**src/rtl/pmc_pkg.sv**
```systemverilog
// constants and register map of the phase match check block
package pmc_pkg;
    localparam int MAG_W = 16;
    localparam int ANG_W = 16;
    localparam int FRQ_W = 32;
    localparam int TIM_W = 16;
    localparam int RATIO_FRAC = 12;

    // register byte offsets
    localparam logic [7:0] OFS_CTRL = 8'h00;
    localparam logic [7:0] OFS_MAG_LIM = 8'h04;
    localparam logic [7:0] OFS_FREQ_LIM = 8'h08;
    localparam logic [7:0] OFS_PHASE_LIM = 8'h0C;
    localparam logic [7:0] OFS_RATIO = 8'h10;
    localparam logic [7:0] OFS_ANGLE_CORR = 8'h14;
    localparam logic [7:0] OFS_CLOSE_TIME = 8'h18;
    localparam logic [7:0] OFS_LIVE_LIM = 8'h1C;
    localparam logic [7:0] OFS_DEAD_LIM = 8'h20;
    localparam logic [7:0] OFS_STATUS = 8'h24;
    localparam logic [7:0] OFS_IRQ_STAT = 8'h28;
    localparam logic [7:0] OFS_IRQ_MASK = 8'h2C;
    localparam logic [7:0] OFS_MAG_GAP = 8'h30;
    localparam logic [7:0] OFS_FREQ_GAP = 8'h34;
    localparam logic [7:0] OFS_PHASE_GAP = 8'h38;

    // control field positions
    localparam int CTRL_ENABLE = 0;
    localparam int CTRL_GEN_MODE = 1;
    localparam int CTRL_XFMR = 2;
    localparam int CTRL_LIVE_BUS_DEAD_LINE_EN = 3;
    localparam int CTRL_DEAD_BUS_LIVE_LINE_EN = 4;
    localparam int CTRL_DEAD_BUS_DEAD_LINE_EN = 5;
    localparam int CTRL_SUP_MAN = 6;
    localparam int CTRL_SUP_AUTO = 7;
    localparam int CTRL_REF_LO = 8;
    localparam int CTRL_W = 10;

    // status and interrupt bit positions
    localparam int ST_SYNC_OK = 0;
    localparam int ST_MAG_OK = 1;
    localparam int ST_FREQ_OK = 2;
    localparam int ST_PHASE_OK = 3;
    localparam int ST_OVERRIDE = 4;
    localparam int ST_BYPASS = 5;
    localparam int ST_RELEASE = 6;
    localparam int ST_W = 7;
    localparam int IRQ_SYNC_RISE = 0;
    localparam int IRQ_SYNC_FALL = 1;
    localparam int IRQ_RELEASE = 2;
    localparam int IRQ_REFUSED = 3;
    localparam int IRQ_W = 4;

    // reset values
    localparam logic [CTRL_W-1:0] RST_CTRL = 10'h0C1;
    localparam logic [MAG_W-1:0] RST_MAG_LIM = 16'h0100;
    localparam logic [FRQ_W-1:0] RST_FREQ_LIM = 32'h0000_3333;
    localparam logic [ANG_W-1:0] RST_PHASE_LIM = 16'h0E39;
    localparam logic [MAG_W-1:0] RST_RATIO = 16'h1000;
    localparam logic [ANG_W-1:0] RST_ANGLE_CORR = 16'h0000;
    localparam logic [TIM_W-1:0] RST_CLOSE_TIME = 16'h0000;
    localparam logic [MAG_W-1:0] RST_LIVE_LIM = 16'h0C00;
    localparam logic [MAG_W-1:0] RST_DEAD_LIM = 16'h0400;
endpackage

```
**src/rtl/pmc_gap_calc.sv**
```systemverilog
// magnitude, frequency and phase gap computation stage
`timescale 1ns/1ns
`default_nettype none
module pmc_gap_calc (
    input wire logic core_clk,
    input wire logic reset,
    input wire logic gen_to_grid_mode,
    input wire logic xfmr_active,
    input wire logic [pmc_pkg::MAG_W-1:0] ratio,
    input wire logic [pmc_pkg::ANG_W-1:0] angle_corr,
    input wire logic [pmc_pkg::TIM_W-1:0] close_time,
    input wire logic [pmc_pkg::MAG_W-1:0] bus_mag,
    input wire logic [pmc_pkg::ANG_W-1:0] bus_ang,
    input wire logic [pmc_pkg::FRQ_W-1:0] bus_freq,
    input wire logic [pmc_pkg::MAG_W-1:0] line_mag,
    input wire logic [pmc_pkg::ANG_W-1:0] line_ang,
    input wire logic [pmc_pkg::FRQ_W-1:0] line_freq,
    output logic [pmc_pkg::MAG_W-1:0] magnitude_gap,
    output logic [pmc_pkg::FRQ_W-1:0] freq_gap,
    output logic [pmc_pkg::ANG_W-1:0] phase_gap
);
    logic [31:0] scaled_full;
    logic [pmc_pkg::MAG_W-1:0] bus_eff;
    logic signed [32:0] fdiff;
    logic signed [49:0] lead_full;
    logic [pmc_pkg::ANG_W-1:0] gap_raw;
    logic [pmc_pkg::ANG_W-1:0] gap_pred;
    logic [pmc_pkg::MAG_W-1:0] mag_nxt;
    logic [pmc_pkg::FRQ_W-1:0] freq_nxt;
    logic [pmc_pkg::ANG_W-1:0] phase_nxt;

    always_comb
    begin
        scaled_full = bus_mag * ratio;
        // bus magnitude scaled to line side, saturating
        if (!xfmr_active)
            bus_eff = bus_mag;
        else if (scaled_full[31:28] != 4'h0)
            bus_eff = 16'hFFFF;
        else
            bus_eff = scaled_full[27:12];
        mag_nxt = (bus_eff > line_mag) ? bus_eff - line_mag : line_mag - bus_eff;
        fdiff = $signed({1'b0, line_freq}) - $signed({1'b0, bus_freq});
        freq_nxt = fdiff[32] ? 32'(-fdiff) : fdiff[31:0];
        gap_raw = line_ang - bus_ang - (xfmr_active ? angle_corr : 16'h0000);
        // angle drift during breaker travel, modulo one turn
        lead_full = fdiff * $signed({1'b0, close_time});
        gap_pred = gen_to_grid_mode ? gap_raw + lead_full[31:16] : gap_raw;
        phase_nxt = gap_pred[pmc_pkg::ANG_W-1] ? 16'(-gap_pred) : gap_pred;
    end

    always_ff @(posedge core_clk or posedge reset)
    begin
        if (reset)
        begin
            magnitude_gap <= 16'hFFFF;
            freq_gap <= 32'hFFFF_FFFF;
            phase_gap <= 16'h8000;
        end
        else
        begin
            magnitude_gap <= mag_nxt;
            freq_gap <= freq_nxt;
            phase_gap <= phase_nxt;
        end
    end
endmodule
`default_nettype wire

```
**src/rtl/pmc_top.sv**
```systemverilog
// breaker closing release supervisor with register slave
//
// Chosen here: the Avalon-MM interface to the registers and the address map.
`timescale 1ns/1ns
`default_nettype none
module pmc_top (
    input wire logic core_clk,
    input wire logic reset,
    input wire logic [7:0] avs_address,
    input wire logic avs_read,
    input wire logic avs_write,
    input wire logic [31:0] avs_writedata,
    output logic [31:0] avs_readdata,
    output logic avs_waitrequest,
    input wire logic [pmc_pkg::MAG_W-1:0] bus_mag_1,
    input wire logic [pmc_pkg::MAG_W-1:0] bus_mag_2,
    input wire logic [pmc_pkg::MAG_W-1:0] bus_mag_3,
    input wire logic [pmc_pkg::ANG_W-1:0] bus_ang_1,
    input wire logic [pmc_pkg::ANG_W-1:0] bus_ang_2,
    input wire logic [pmc_pkg::ANG_W-1:0] bus_ang_3,
    input wire logic [pmc_pkg::FRQ_W-1:0] bus_freq,
    input wire logic [pmc_pkg::MAG_W-1:0] line_voltage_input,
    input wire logic [pmc_pkg::ANG_W-1:0] line_ang,
    input wire logic [pmc_pkg::FRQ_W-1:0] line_freq,
    input wire logic ext_bypass,
    input wire logic close_req_manual,
    input wire logic close_req_auto,
    output logic sync_ok,
    output logic close_release,
    output logic irq
);
    logic [pmc_pkg::CTRL_W-1:0] ctrl_r, ctrl_nxt;
    logic [pmc_pkg::MAG_W-1:0] mag_lim_r, mag_lim_nxt;
    logic [pmc_pkg::FRQ_W-1:0] freq_lim_r, freq_lim_nxt;
    logic [pmc_pkg::ANG_W-1:0] phase_lim_r, phase_lim_nxt;
    logic [pmc_pkg::MAG_W-1:0] ratio_r, ratio_nxt;
    logic [pmc_pkg::ANG_W-1:0] angle_corr_r, angle_corr_nxt;
    logic [pmc_pkg::TIM_W-1:0] close_time_r, close_time_nxt;
    logic [pmc_pkg::MAG_W-1:0] live_lim_r, live_lim_nxt;
    logic [pmc_pkg::MAG_W-1:0] dead_lim_r, dead_lim_nxt;
    logic [pmc_pkg::IRQ_W-1:0] irq_stat_r, irq_stat_nxt;
    logic [pmc_pkg::IRQ_W-1:0] irq_mask_r, irq_mask_nxt;
    logic [31:0] rdata_r, rdata_nxt;
    logic wait_r, wait_nxt;
    logic sync_r, sync_nxt;
    logic rel_r, rel_nxt;
    logic irq_r, irq_nxt;
    logic [pmc_pkg::ST_W-1:0] status_r, status_nxt;

    logic [pmc_pkg::MAG_W-1:0] magnitude_gap;
    logic [pmc_pkg::FRQ_W-1:0] freq_gap;
    logic [pmc_pkg::ANG_W-1:0] phase_gap;
    logic [pmc_pkg::MAG_W-1:0] bus_mag_sel;
    logic [pmc_pkg::ANG_W-1:0] bus_ang_sel;
    logic mag_ok, freq_ok, phase_ok, match_ok;
    logic bus_live, bus_dead, line_live, line_dead;
    logic override_ok, permit, man_ok, auto_ok, any_req;
    logic acc_rd, acc_wr;
    logic [pmc_pkg::IRQ_W-1:0] irq_evt;

    // pick one of three bus channels
    function automatic logic [15:0] pick3(input logic [1:0] sel, input logic [15:0] a,
                                          input logic [15:0] b, input logic [15:0] c);
        case (sel)
            2'h1: pick3 = b;
            2'h2: pick3 = c;
            default: pick3 = a;
        endcase
    endfunction

    always_comb
    begin
        bus_mag_sel = pick3(ctrl_r[pmc_pkg::CTRL_REF_LO +: 2], bus_mag_1, bus_mag_2, bus_mag_3);
        bus_ang_sel = pick3(ctrl_r[pmc_pkg::CTRL_REF_LO +: 2], bus_ang_1, bus_ang_2, bus_ang_3);
    end

    pmc_gap_calc u_gap (
        .core_clk(core_clk),
        .reset(reset),
        .gen_to_grid_mode(ctrl_r[pmc_pkg::CTRL_GEN_MODE]),
        .xfmr_active(ctrl_r[pmc_pkg::CTRL_XFMR]),
        .ratio(ratio_r),
        .angle_corr(angle_corr_r),
        .close_time(close_time_r),
        .bus_mag(bus_mag_sel),
        .bus_ang(bus_ang_sel),
        .bus_freq(bus_freq),
        .line_mag(line_voltage_input),
        .line_ang(line_ang),
        .line_freq(line_freq),
        .magnitude_gap(magnitude_gap),
        .freq_gap(freq_gap),
        .phase_gap(phase_gap)
    );

    // closing decision
    always_comb
    begin
        mag_ok = magnitude_gap <= mag_lim_r;
        freq_ok = freq_gap <= freq_lim_r;
        phase_ok = phase_gap <= phase_lim_r;
        match_ok = ctrl_r[pmc_pkg::CTRL_ENABLE] && mag_ok && freq_ok && phase_ok;
        bus_live = bus_mag_sel >= live_lim_r;
        bus_dead = bus_mag_sel < dead_lim_r;
        line_live = line_voltage_input >= live_lim_r;
        line_dead = line_voltage_input < dead_lim_r;
        override_ok = (ctrl_r[pmc_pkg::CTRL_LIVE_BUS_DEAD_LINE_EN] && bus_live && line_dead)
                   || (ctrl_r[pmc_pkg::CTRL_DEAD_BUS_LIVE_LINE_EN] && bus_dead && line_live)
                   || (ctrl_r[pmc_pkg::CTRL_DEAD_BUS_DEAD_LINE_EN] && bus_dead && line_dead);
        permit = match_ok || override_ok || ext_bypass;
        man_ok = close_req_manual && (!ctrl_r[pmc_pkg::CTRL_SUP_MAN] || permit);
        auto_ok = close_req_auto && (!ctrl_r[pmc_pkg::CTRL_SUP_AUTO] || permit);
        any_req = close_req_manual || close_req_auto;
        sync_nxt = match_ok;
        rel_nxt = man_ok || auto_ok;
        status_nxt = {rel_nxt, ext_bypass, override_ok, phase_ok, freq_ok, mag_ok, match_ok};
    end

    // register slave
    always_comb
    begin
        acc_rd = avs_read && !wait_r;
        acc_wr = avs_write && !wait_r;
        wait_nxt = !((avs_read || avs_write) && wait_r);
        ctrl_nxt = ctrl_r;
        mag_lim_nxt = mag_lim_r;
        freq_lim_nxt = freq_lim_r;
        phase_lim_nxt = phase_lim_r;
        ratio_nxt = ratio_r;
        angle_corr_nxt = angle_corr_r;
        close_time_nxt = close_time_r;
        live_lim_nxt = live_lim_r;
        dead_lim_nxt = dead_lim_r;
        irq_mask_nxt = irq_mask_r;
        if (acc_wr)
        begin
            case (avs_address)
                pmc_pkg::OFS_CTRL: ctrl_nxt = avs_writedata[pmc_pkg::CTRL_W-1:0];
                pmc_pkg::OFS_MAG_LIM: mag_lim_nxt = avs_writedata[15:0];
                pmc_pkg::OFS_FREQ_LIM: freq_lim_nxt = avs_writedata;
                pmc_pkg::OFS_PHASE_LIM: phase_lim_nxt = avs_writedata[15:0];
                pmc_pkg::OFS_RATIO: ratio_nxt = avs_writedata[15:0];
                pmc_pkg::OFS_ANGLE_CORR: angle_corr_nxt = avs_writedata[15:0];
                pmc_pkg::OFS_CLOSE_TIME: close_time_nxt = avs_writedata[15:0];
                pmc_pkg::OFS_LIVE_LIM: live_lim_nxt = avs_writedata[15:0];
                pmc_pkg::OFS_DEAD_LIM: dead_lim_nxt = avs_writedata[15:0];
                pmc_pkg::OFS_IRQ_MASK: irq_mask_nxt = avs_writedata[pmc_pkg::IRQ_W-1:0];
                default: ;
            endcase
        end
        rdata_nxt = 32'h0000_0000;
        if (!wait_nxt && avs_read)
        begin
            case (avs_address)
                pmc_pkg::OFS_CTRL: rdata_nxt = 32'(ctrl_r);
                pmc_pkg::OFS_MAG_LIM: rdata_nxt = 32'(mag_lim_r);
                pmc_pkg::OFS_FREQ_LIM: rdata_nxt = freq_lim_r;
                pmc_pkg::OFS_PHASE_LIM: rdata_nxt = 32'(phase_lim_r);
                pmc_pkg::OFS_RATIO: rdata_nxt = 32'(ratio_r);
                pmc_pkg::OFS_ANGLE_CORR: rdata_nxt = 32'(angle_corr_r);
                pmc_pkg::OFS_CLOSE_TIME: rdata_nxt = 32'(close_time_r);
                pmc_pkg::OFS_LIVE_LIM: rdata_nxt = 32'(live_lim_r);
                pmc_pkg::OFS_DEAD_LIM: rdata_nxt = 32'(dead_lim_r);
                pmc_pkg::OFS_STATUS: rdata_nxt = 32'(status_r);
                pmc_pkg::OFS_IRQ_STAT: rdata_nxt = 32'(irq_stat_r);
                pmc_pkg::OFS_IRQ_MASK: rdata_nxt = 32'(irq_mask_r);
                pmc_pkg::OFS_MAG_GAP: rdata_nxt = 32'(magnitude_gap);
                pmc_pkg::OFS_FREQ_GAP: rdata_nxt = freq_gap;
                pmc_pkg::OFS_PHASE_GAP: rdata_nxt = 32'(phase_gap);
                default: rdata_nxt = 32'h0000_0000;
            endcase
        end
    end

    // sticky events, cleared by reading; a new event wins over the clear
    // only the bits handed out in the read data are cleared, so a late event is kept
    always_comb
    begin
        irq_evt = '0;
        irq_evt[pmc_pkg::IRQ_SYNC_RISE] = sync_nxt && !sync_r;
        irq_evt[pmc_pkg::IRQ_SYNC_FALL] = !sync_nxt && sync_r;
        irq_evt[pmc_pkg::IRQ_RELEASE] = rel_nxt && !rel_r;
        irq_evt[pmc_pkg::IRQ_REFUSED] = any_req && !rel_nxt;
        irq_stat_nxt = irq_stat_r;
        if (acc_rd && avs_address == pmc_pkg::OFS_IRQ_STAT)
            irq_stat_nxt = irq_stat_r & ~rdata_r[pmc_pkg::IRQ_W-1:0];
        irq_stat_nxt = irq_stat_nxt | irq_evt;
        irq_nxt = |(irq_stat_nxt & irq_mask_nxt);
    end

    always_ff @(posedge core_clk or posedge reset)
    begin
        if (reset)
        begin
            ctrl_r <= pmc_pkg::RST_CTRL;
            mag_lim_r <= pmc_pkg::RST_MAG_LIM;
            freq_lim_r <= pmc_pkg::RST_FREQ_LIM;
            phase_lim_r <= pmc_pkg::RST_PHASE_LIM;
            ratio_r <= pmc_pkg::RST_RATIO;
            angle_corr_r <= pmc_pkg::RST_ANGLE_CORR;
            close_time_r <= pmc_pkg::RST_CLOSE_TIME;
            live_lim_r <= pmc_pkg::RST_LIVE_LIM;
            dead_lim_r <= pmc_pkg::RST_DEAD_LIM;
            irq_stat_r <= '0;
            irq_mask_r <= '0;
            rdata_r <= 32'h0000_0000;
            wait_r <= 1'b1;
            sync_r <= 1'b0;
            rel_r <= 1'b0;
            irq_r <= 1'b0;
            status_r <= '0;
        end
        else
        begin
            ctrl_r <= ctrl_nxt;
            mag_lim_r <= mag_lim_nxt;
            freq_lim_r <= freq_lim_nxt;
            phase_lim_r <= phase_lim_nxt;
            ratio_r <= ratio_nxt;
            angle_corr_r <= angle_corr_nxt;
            close_time_r <= close_time_nxt;
            live_lim_r <= live_lim_nxt;
            dead_lim_r <= dead_lim_nxt;
            irq_stat_r <= irq_stat_nxt;
            irq_mask_r <= irq_mask_nxt;
            rdata_r <= rdata_nxt;
            wait_r <= wait_nxt;
            sync_r <= sync_nxt;
            rel_r <= rel_nxt;
            irq_r <= irq_nxt;
            status_r <= status_nxt;
        end
    end

    assign avs_readdata = rdata_r;
    assign avs_waitrequest = wait_r;
    assign sync_ok = sync_r;
    assign close_release = rel_r;
    assign irq = irq_r;
endmodule
`default_nettype wire

```
**config.mk**
```make
export PLATFORM = sky130hd
export DESIGN_NAME = pmc_top
export DESIGN_NICKNAME = d
export VERILOG_FILES = /design/src/rtl/pmc_pkg.sv /design/src/rtl/pmc_gap_calc.sv /design/src/rtl/pmc_top.sv
export SDC_FILE = /design/constraint.sdc
export NUM_CORES = 2
export LEC_CHECK = 0
export ABC_AREA = 1
export BUFFER_PORTS_ARGS = -buffer_cell sky130_fd_sc_hd__buf_4
export CAP_MARGIN = 20
export CORE_MARGIN = 1
export CORE_UTILIZATION = 50
export CTS_CLUSTER_SIZE = 24
export DETAILED_ROUTE_END_ITERATION = 16
export GPL_TIMING_DRIVEN = 0
export MAX_ROUTING_LAYER = met4
export PLACE_DENSITY = 0.72
export SLEW_MARGIN = 10
export SYNTH_ARGS = -nofsm -noshare
export SYNTH_HDL_FRONTEND = slang
export SYNTH_SLANG_ARGS = --single-unit
```
**constraint.sdc**
```tcl
create_clock -name core_clk -period 12.1 [get_ports core_clk]
set_input_delay 1.815 -clock core_clk [delete_from_list [all_inputs] [get_ports core_clk]]
set_output_delay 1.815 -clock core_clk [all_outputs]
set_load 0.1 [all_outputs]
```
# Word level (Yosys, flattened, before mapping)
# Cells that the tools add are included.
# totals
ff_bits,269
input_bits,239
wordCells,121
# classes
add_sub_neg,8
mul,2
n_lt_le_gt_ge,8
n_eq_ne,16
muxes,14
n_bitwise,4
n_reduce_logical,49
# op_table
op,n
$pmux 32 s15,1
$mux 16,6
$mux 32,2
$pmux 16 s2,2
$sub 16x16->16,4
$eq 8x6->1 const B,7
$mul 33x17->32,1
$sub 32x32->33,1
$eq 8x5->1 const B,4
$ge 16x16->1,2
$le 16x16->1,2
$le 32x32->1,1
$lt 16x16->1,2
$mul 16x16->32,1
$neg 32->32,1
$logic_and 1x1->1,20
$reduce_and 2->1,9
$add 16x16->16,1
$eq 8x4->1 const B,2
$gt 16x16->1,1
$neg 16->16,1
$mux 4,3
$logic_or 1x1->1,9
$and 4x4->4,2
other kinds (9),16

# Depth between registers and ports, before layout
# logic_depth
depth_word,17
mapped_depth,58
ltp_nobuf,56

# Cells and area by module
# A second synthesis with hierarchy kept.
# hier_totals
hier_cells,5456
area_unflattened_um2,41284.6
# by_module_without_submodules
mod,instances,cells_per_inst,area_per_inst_um2
pmc_gap_calc,1,3931,28808.9
pmc_top,1,1525,12475.7

# Worst setup path before layout
# OpenSTA, ideal clock, no wires.
# synth_path
path_kind,in2reg
start,input line_freq[0] (netlist name)
end,register u_gap.phase_gap[7] (netlist name)
setup_ps,117
t_arrival_ps,10288
path_slack_ps,1695
stages,53
n_path_buf,1
cell_sequence,inv_1 -> ha_1 -> fa_1 -> inv_1 -> nand3_1 -> nand3_2 -> nand2_1 -> nand2_1 -> nand3_1 -> nand2_1 -> xor2_1 -> clkinv_1 -> nor2_1 -> fa_1 -> inv_1 -> fa_1 -> fa_1 -> inv_1 -> [17 not listed] -> nand2_1 -> nand2_1 -> nand2_1 -> a21o_1 -> a21oi_1 -> o21bai_1 -> nand3_1 -> nand2_1 -> nand2_1 -> nand2_1 -> xor2_1 -> inv_1 -> nand3_1 -> nand2_2 -> nand3_4 -> buf_4 -> nand3_1 -> nand2_1
# synth_via
elab_chain_cells,6
# synth_lines
item,line_no,source
"start, declared",pmc_top.sv:24,"input wire logic [pmc_pkg::FRQ_W-1:0] line_freq,"
$sub 32x32->33 *,pmc_gap_calc.sv:43,"fdiff = $signed({1'b0, line_freq}) - $signed({1'b0, bus_freq});"
$mul 33x17->32 *,pmc_gap_calc.sv:47,"lead_full = fdiff * $signed({1'b0, close_time});"
$add 16x16->16 *,pmc_gap_calc.sv:48,gap_pred = gen_to_grid_mode ? gap_raw + lead_full[31:16] : gap_raw;
$mux 16 *,pmc_gap_calc.sv:48,
$neg 16->16,pmc_gap_calc.sv:49,phase_nxt = gap_pred[pmc_pkg::ANG_W-1] ? 16'(-gap_pred) : gap_pred;
$mux 16 *,pmc_gap_calc.sv:49,
net u_gap.phase_nxt (one bit),pmc_gap_calc.sv:30,logic [pmc_pkg::ANG_W-1:0] phase_nxt;
"end signal, assigned",pmc_gap_calc.sv:64,phase_gap <= phase_nxt;
"end, declared",pmc_gap_calc.sv:20,output logic [pmc_pkg::ANG_W-1:0] phase_gap
# Mark *: on every way through the listed nets, which the timed path passes. The rest lies on a longest branch.
# A chain may end at the register's enable or synchronous reset.

# Worst setup path in the final report
# layout_path
start,input bus_mag_1[1] (netlist name)
end,register u_gap.magnitude_gap[15] (netlist name)
# layout_via
elab_chain_cells,7
elab_cells_between_ends,9
# layout_lines
item,line_no,source
"start, declared",pmc_top.sv:15,"input wire logic [pmc_pkg::MAG_W-1:0] bus_mag_1,"
$pmux 16 s2 *,pmc_top.sv:64,case (sel)
$mul 16x16->32,pmc_gap_calc.sv:34,scaled_full = bus_mag * ratio;
$reduce_bool 4->1,pmc_gap_calc.sv:38,else if (scaled_full[31:28] != 4'h0)
$mux 16,pmc_gap_calc.sv:38,
$mux 16 *,pmc_gap_calc.sv:36,if (!xfmr_active)
$sub 16x16->16 / $gt 16x16->1 (equally long branches),pmc_gap_calc.sv:42,mag_nxt = (bus_eff > line_mag) ? bus_eff - line_mag : line_mag - bus_eff;
$mux 16 *,pmc_gap_calc.sv:42,
net u_gap.mag_nxt (one bit),pmc_gap_calc.sv:28,logic [pmc_pkg::MAG_W-1:0] mag_nxt;
"end signal, assigned",pmc_gap_calc.sv:62,magnitude_gap <= mag_nxt;
"end, declared",pmc_gap_calc.sv:18,"output logic [pmc_pkg::MAG_W-1:0] magnitude_gap,"
# Marks and branches as above.

==> impl_metrics.env <==
export IMPL_cp_common_cell="nand2_1"
export IMPL_p_comb_share_pct=44.2
export IMPL_fin_crit_ps=11490
export IMPL_place_congestion=1.01
export IMPL_cp_start_kind="input pin"
export IMPL_netlist_instances=5379
export IMPL_drtIter0Drc=3228
export IMPL_synth_lib_cells_used_distinct=65
export IMPL_path_class="in -> reg"
export IMPL_port_buffers=274
export IMPL_synth_edff_count=0
export IMPL_synth_area_top_cells="fa_1, ha_1, dfrtp_1"
export IMPL_nFillCells=7622
export IMPL_cp_max_fo=10
export IMPL_synth_top_area_share_pct=25.3
export IMPL_hold_path_class="reg -> reg"
export IMPL_critical_path_max_stage_delay_ps=630
export IMPL_cts_tree="done"
export IMPL_finalClockSkew_ps=16.4
export IMPL_die_x_microns=287
export IMPL_antenna_found_initial=3
export IMPL_rr_startpoint="ctrl_r[8]"
export IMPL_dp_hpwl_microns=115000
export IMPL_syn_avg_cell_area_sq_um=7.56
export IMPL_r2r_slack_ps=700
export IMPL_synthArstFlopShare_pct=100
export IMPL_hold_slack_ps=483
export IMPL_insertion_delay_ps=580
export IMPL_yosysWarnings=0
export IMPL_routedWlPerCell_microns=20.5
export IMPL_synth_flop_cell="dfrtp_1"
export IMPL_finalHoldViolations=0
export IMPL_place_area_sq_um=44200
export IMPL_critPathRequiredTime_ps=12600
export IMPL_maxCapViolations=0
export IMPL_grt_pass1_vias=37008
export IMPL_crit_path_top_delay_cell="clkbuf_1"
export IMPL_finalMaxSlewViolations=0
export IMPL_synth_seq_area_share_pct=16.6
export IMPL_clock_sinks=267
export IMPL_hold_start="dead_lim_r[7]"
export IMPL_die_height_microns=287
export IMPL_p_clk_share_pct=25.6
export IMPL_final_area_sq_um=45300
export IMPL_finalNetCount=6850
export IMPL_drive_above_1_share_pct=8.54
export IMPL_clockBufferDepth=3
export IMPL_overflow=0
export IMPL_start_util_pct=50.5
export IMPL_max_freq_mhz=87.0
export IMPL_slew_limit_headroom_pct=27.0
export IMPL_power_switching_w=0.00163
export IMPL_wl_microns=139000
export IMPL_power_density_nw_per_um2=84.1
export IMPL_synthTopCellsByCount="nand2_1, inv_1, fa_1, nor2_1, ha_1"
export IMPL_cts_hold_buf=0
export IMPL_ir_drop_mv=0.107
export IMPL_die_area_sq_um=82500
export IMPL_area_growth_pct=11.4
export IMPL_htreeDepth=1
export IMPL_grt_setup_unrepaired="false"
export IMPL_route_detailed_drc=0
export IMPL_viasPerCell=5.47
export IMPL_ant_nets=0
export IMPL_clkSlewWorstSetupHoldPaths_ps=60
export IMPL_vias=37034
export IMPL_numCtsBuffers=29
export IMPL_ios=275
export IMPL_rows=104
export IMPL_netlist_area_sq_um=40700
export IMPL_leakage_nw=23.3
export IMPL_grt_max_degree=103
export IMPL_min_to="dead_lim_r[7]"
export IMPL_netSwitchingFraction_pct=42.7
export IMPL_syn_num_nets=6538
export IMPL_max_slew_worst_pin_slew_ps=1080
export IMPL_end_kind="flip-flop"
export IMPL_status="finished, final reports clean"
export IMPL_r2r_end="u_gap.magnitude_gap[15]"
export IMPL_ys_ff_latch=267
export IMPL_grt_pass1_wl_microns=212000
export IMPL_arrival_ps=11990
export IMPL_hold_depth=2
export IMPL_core_area_sq_um=80500
export IMPL_p_seq_share_pct=30.1
export IMPL_firstDrtPassIters=6
export IMPL_track_usage_pct=35.0
export IMPL_root_buffer="clkbuf_16"
export IMPL_synth_most_common_cell="nand2_1"
export IMPL_period_share_pct=95.0
export IMPL_intPower_w=0.00218
export IMPL_worstRegToRegCells=48
export IMPL_setup_viol=0
export IMPL_synth_largest_area_cell="fa_1"
-- power by group through the flow --
stage | combinational, W | clock (W) | sequential [W]
floorplan | 0.00111 | 0 | 0.00109
global placement | 0.00162 | 0 | 0.00116
finish | 0.00169 | 0.000978 | 0.00115
global route | 0.00187 | 0.00102 | 0.00115
detailed placement | 0.00165 | 0 | 0.00116
CTS | 0.00167 | 0.000981 | 0.00114
-- cell families after synthesis --
kind of cell | after synthesis | share of synthesized area [%]
xor+xnor | 124 | 2.75
fa+ha+maj | 920 | 37.8
buf+inv | 1405 | 13.0
simple gates | 1938 | 19.2
mux | 4 | 0.0984
flops | 267 | 16.6
compound gates | 721 | 10.5
-- state kept, by name (all words and copies together) (netlist names), 4 cells and up --
register,flops
u_gap.phase_gap,16
ratio_r,16
irq_mask_r,4
status_r,6
dead_lim_r,16
phase_lim_r,16
ctrl_r,10
mag_lim_r,16
freq_lim_r,32
angle_corr_r,16
avs_readdata,32
u_gap.freq_gap,32
live_lim_r,16
close_time_r,16
irq_stat_r,4
u_gap.magnitude_gap,16
-- layout make-up --
cell class,instances,area [sq um],area share [%]
Inverter,1238,4660,10.3
Sequential cell,267,6770,15.0
Clock inverter,20,269,0.594
Timing Repair Buffer,284,2170,4.80
Clock buffer,34,785,1.73
Multi-Input combinational cell,3707,28700,63.2
Antenna cell,2,5.00,0.0110
Tap cell,1060,1330,2.93
Buffer,164,661,1.46
-- cell usage in the layout (no fill, tap or decap), drive strengths merged, types with 4 or more instances in the layout --
cell	n
a221oi	35
a2111oi	4
o21ai	279
mux2i	4
o211ai	4
nand3	152
nand3b	8
o21bai	18
a221o	32
nor4	4
xor2	91
o221ai	8
clkinv	27
o31ai	4
o2111ai	6
nor3	45
a21boi	6
bufinv	5
dfrtp	194
a21oi	240
fa	514
or2	21
and2	5
nor2	437
nand2	1226
xnor2	33
a211oi	11
clkbuf	173
a41oi	4
o22ai	27
ha	406
inv	1221
a22o	5
nand4	35
o21a	11
a21o	10
buf	309
clkinvlp	5
a31oi	10
dfstp	73
-- critical path, delay by kind of cell --
| kind | cells | cell delay (ps) |
|---|---|---|
| AOI/OAI and AO/OA | 7 | 1450 |
| buffers and inverters | 13 | 2290 |
| adders and majority gates | 9 | 3490 |
| and+or+nand+nor | 21 | 2650 |
| xor gates and xnor gates | 2 | 260 |
-- what timing repair did --
action                     4_1_cts  5_1_grt
gates resized for setup         13       19
setup buffers                    0        2
setup endpoints to repair       14       28
-- per-layer routing --
metal  share of wire, %  GRT usage, %  up-vias  wire [microns]
met1                 39          42.3    17953           53900
met4                5.6          17.1        0            7840
met3                7.4          4.84      390           10300
met5                  0             -        -               0
met2                 48          57.7     1544           66800
li1                   -             -    17147               -
-- through the flow --
| stage | cells | util, % | setup TNS [ps] | setup slack, ps | power (W) |
|---|---|---|---|---|---|
| 6_report | 6776 | 56.3 | 0 | 608 | 0.00381 |
| 5_1_grt | 6776 | 56.3 | 0 | 20.5 | 0.00404 |
| 4_1_cts | 6774 | 56.2 | 0 | 38.0 | 0.00379 |
| 3_5_place_dp | 6721 | 54.9 | -12200 | -1150 | 0.00280 |
| 3_3_place_gp | 6713 | 54.7 | -24880 | -1270 | 0.00278 |
| 2_1_floorplan | 5379 | - | 0 | 1700 | 0.00220 |
-- worst max path at each step --
stage                  from                       to  slack [ps]  cells past startpoint
2_1_floorplan  line_freq[0]       u_gap.phase_gap[7]        1700                     53
3_3_place_gp   bus_mag_3[7]  u_gap.magnitude_gap[15]       -1270                     52
3_5_place_dp   bus_mag_1[1]  u_gap.magnitude_gap[15]       -1150                     52
4_1_cts           ctrl_r[8]  u_gap.magnitude_gap[15]          40                     55
5_1_grt        bus_mag_1[1]  u_gap.magnitude_gap[15]          20                     52
6_report       bus_mag_1[1]  u_gap.magnitude_gap[15]         610                     52
(Power assumes the default switching activity.)
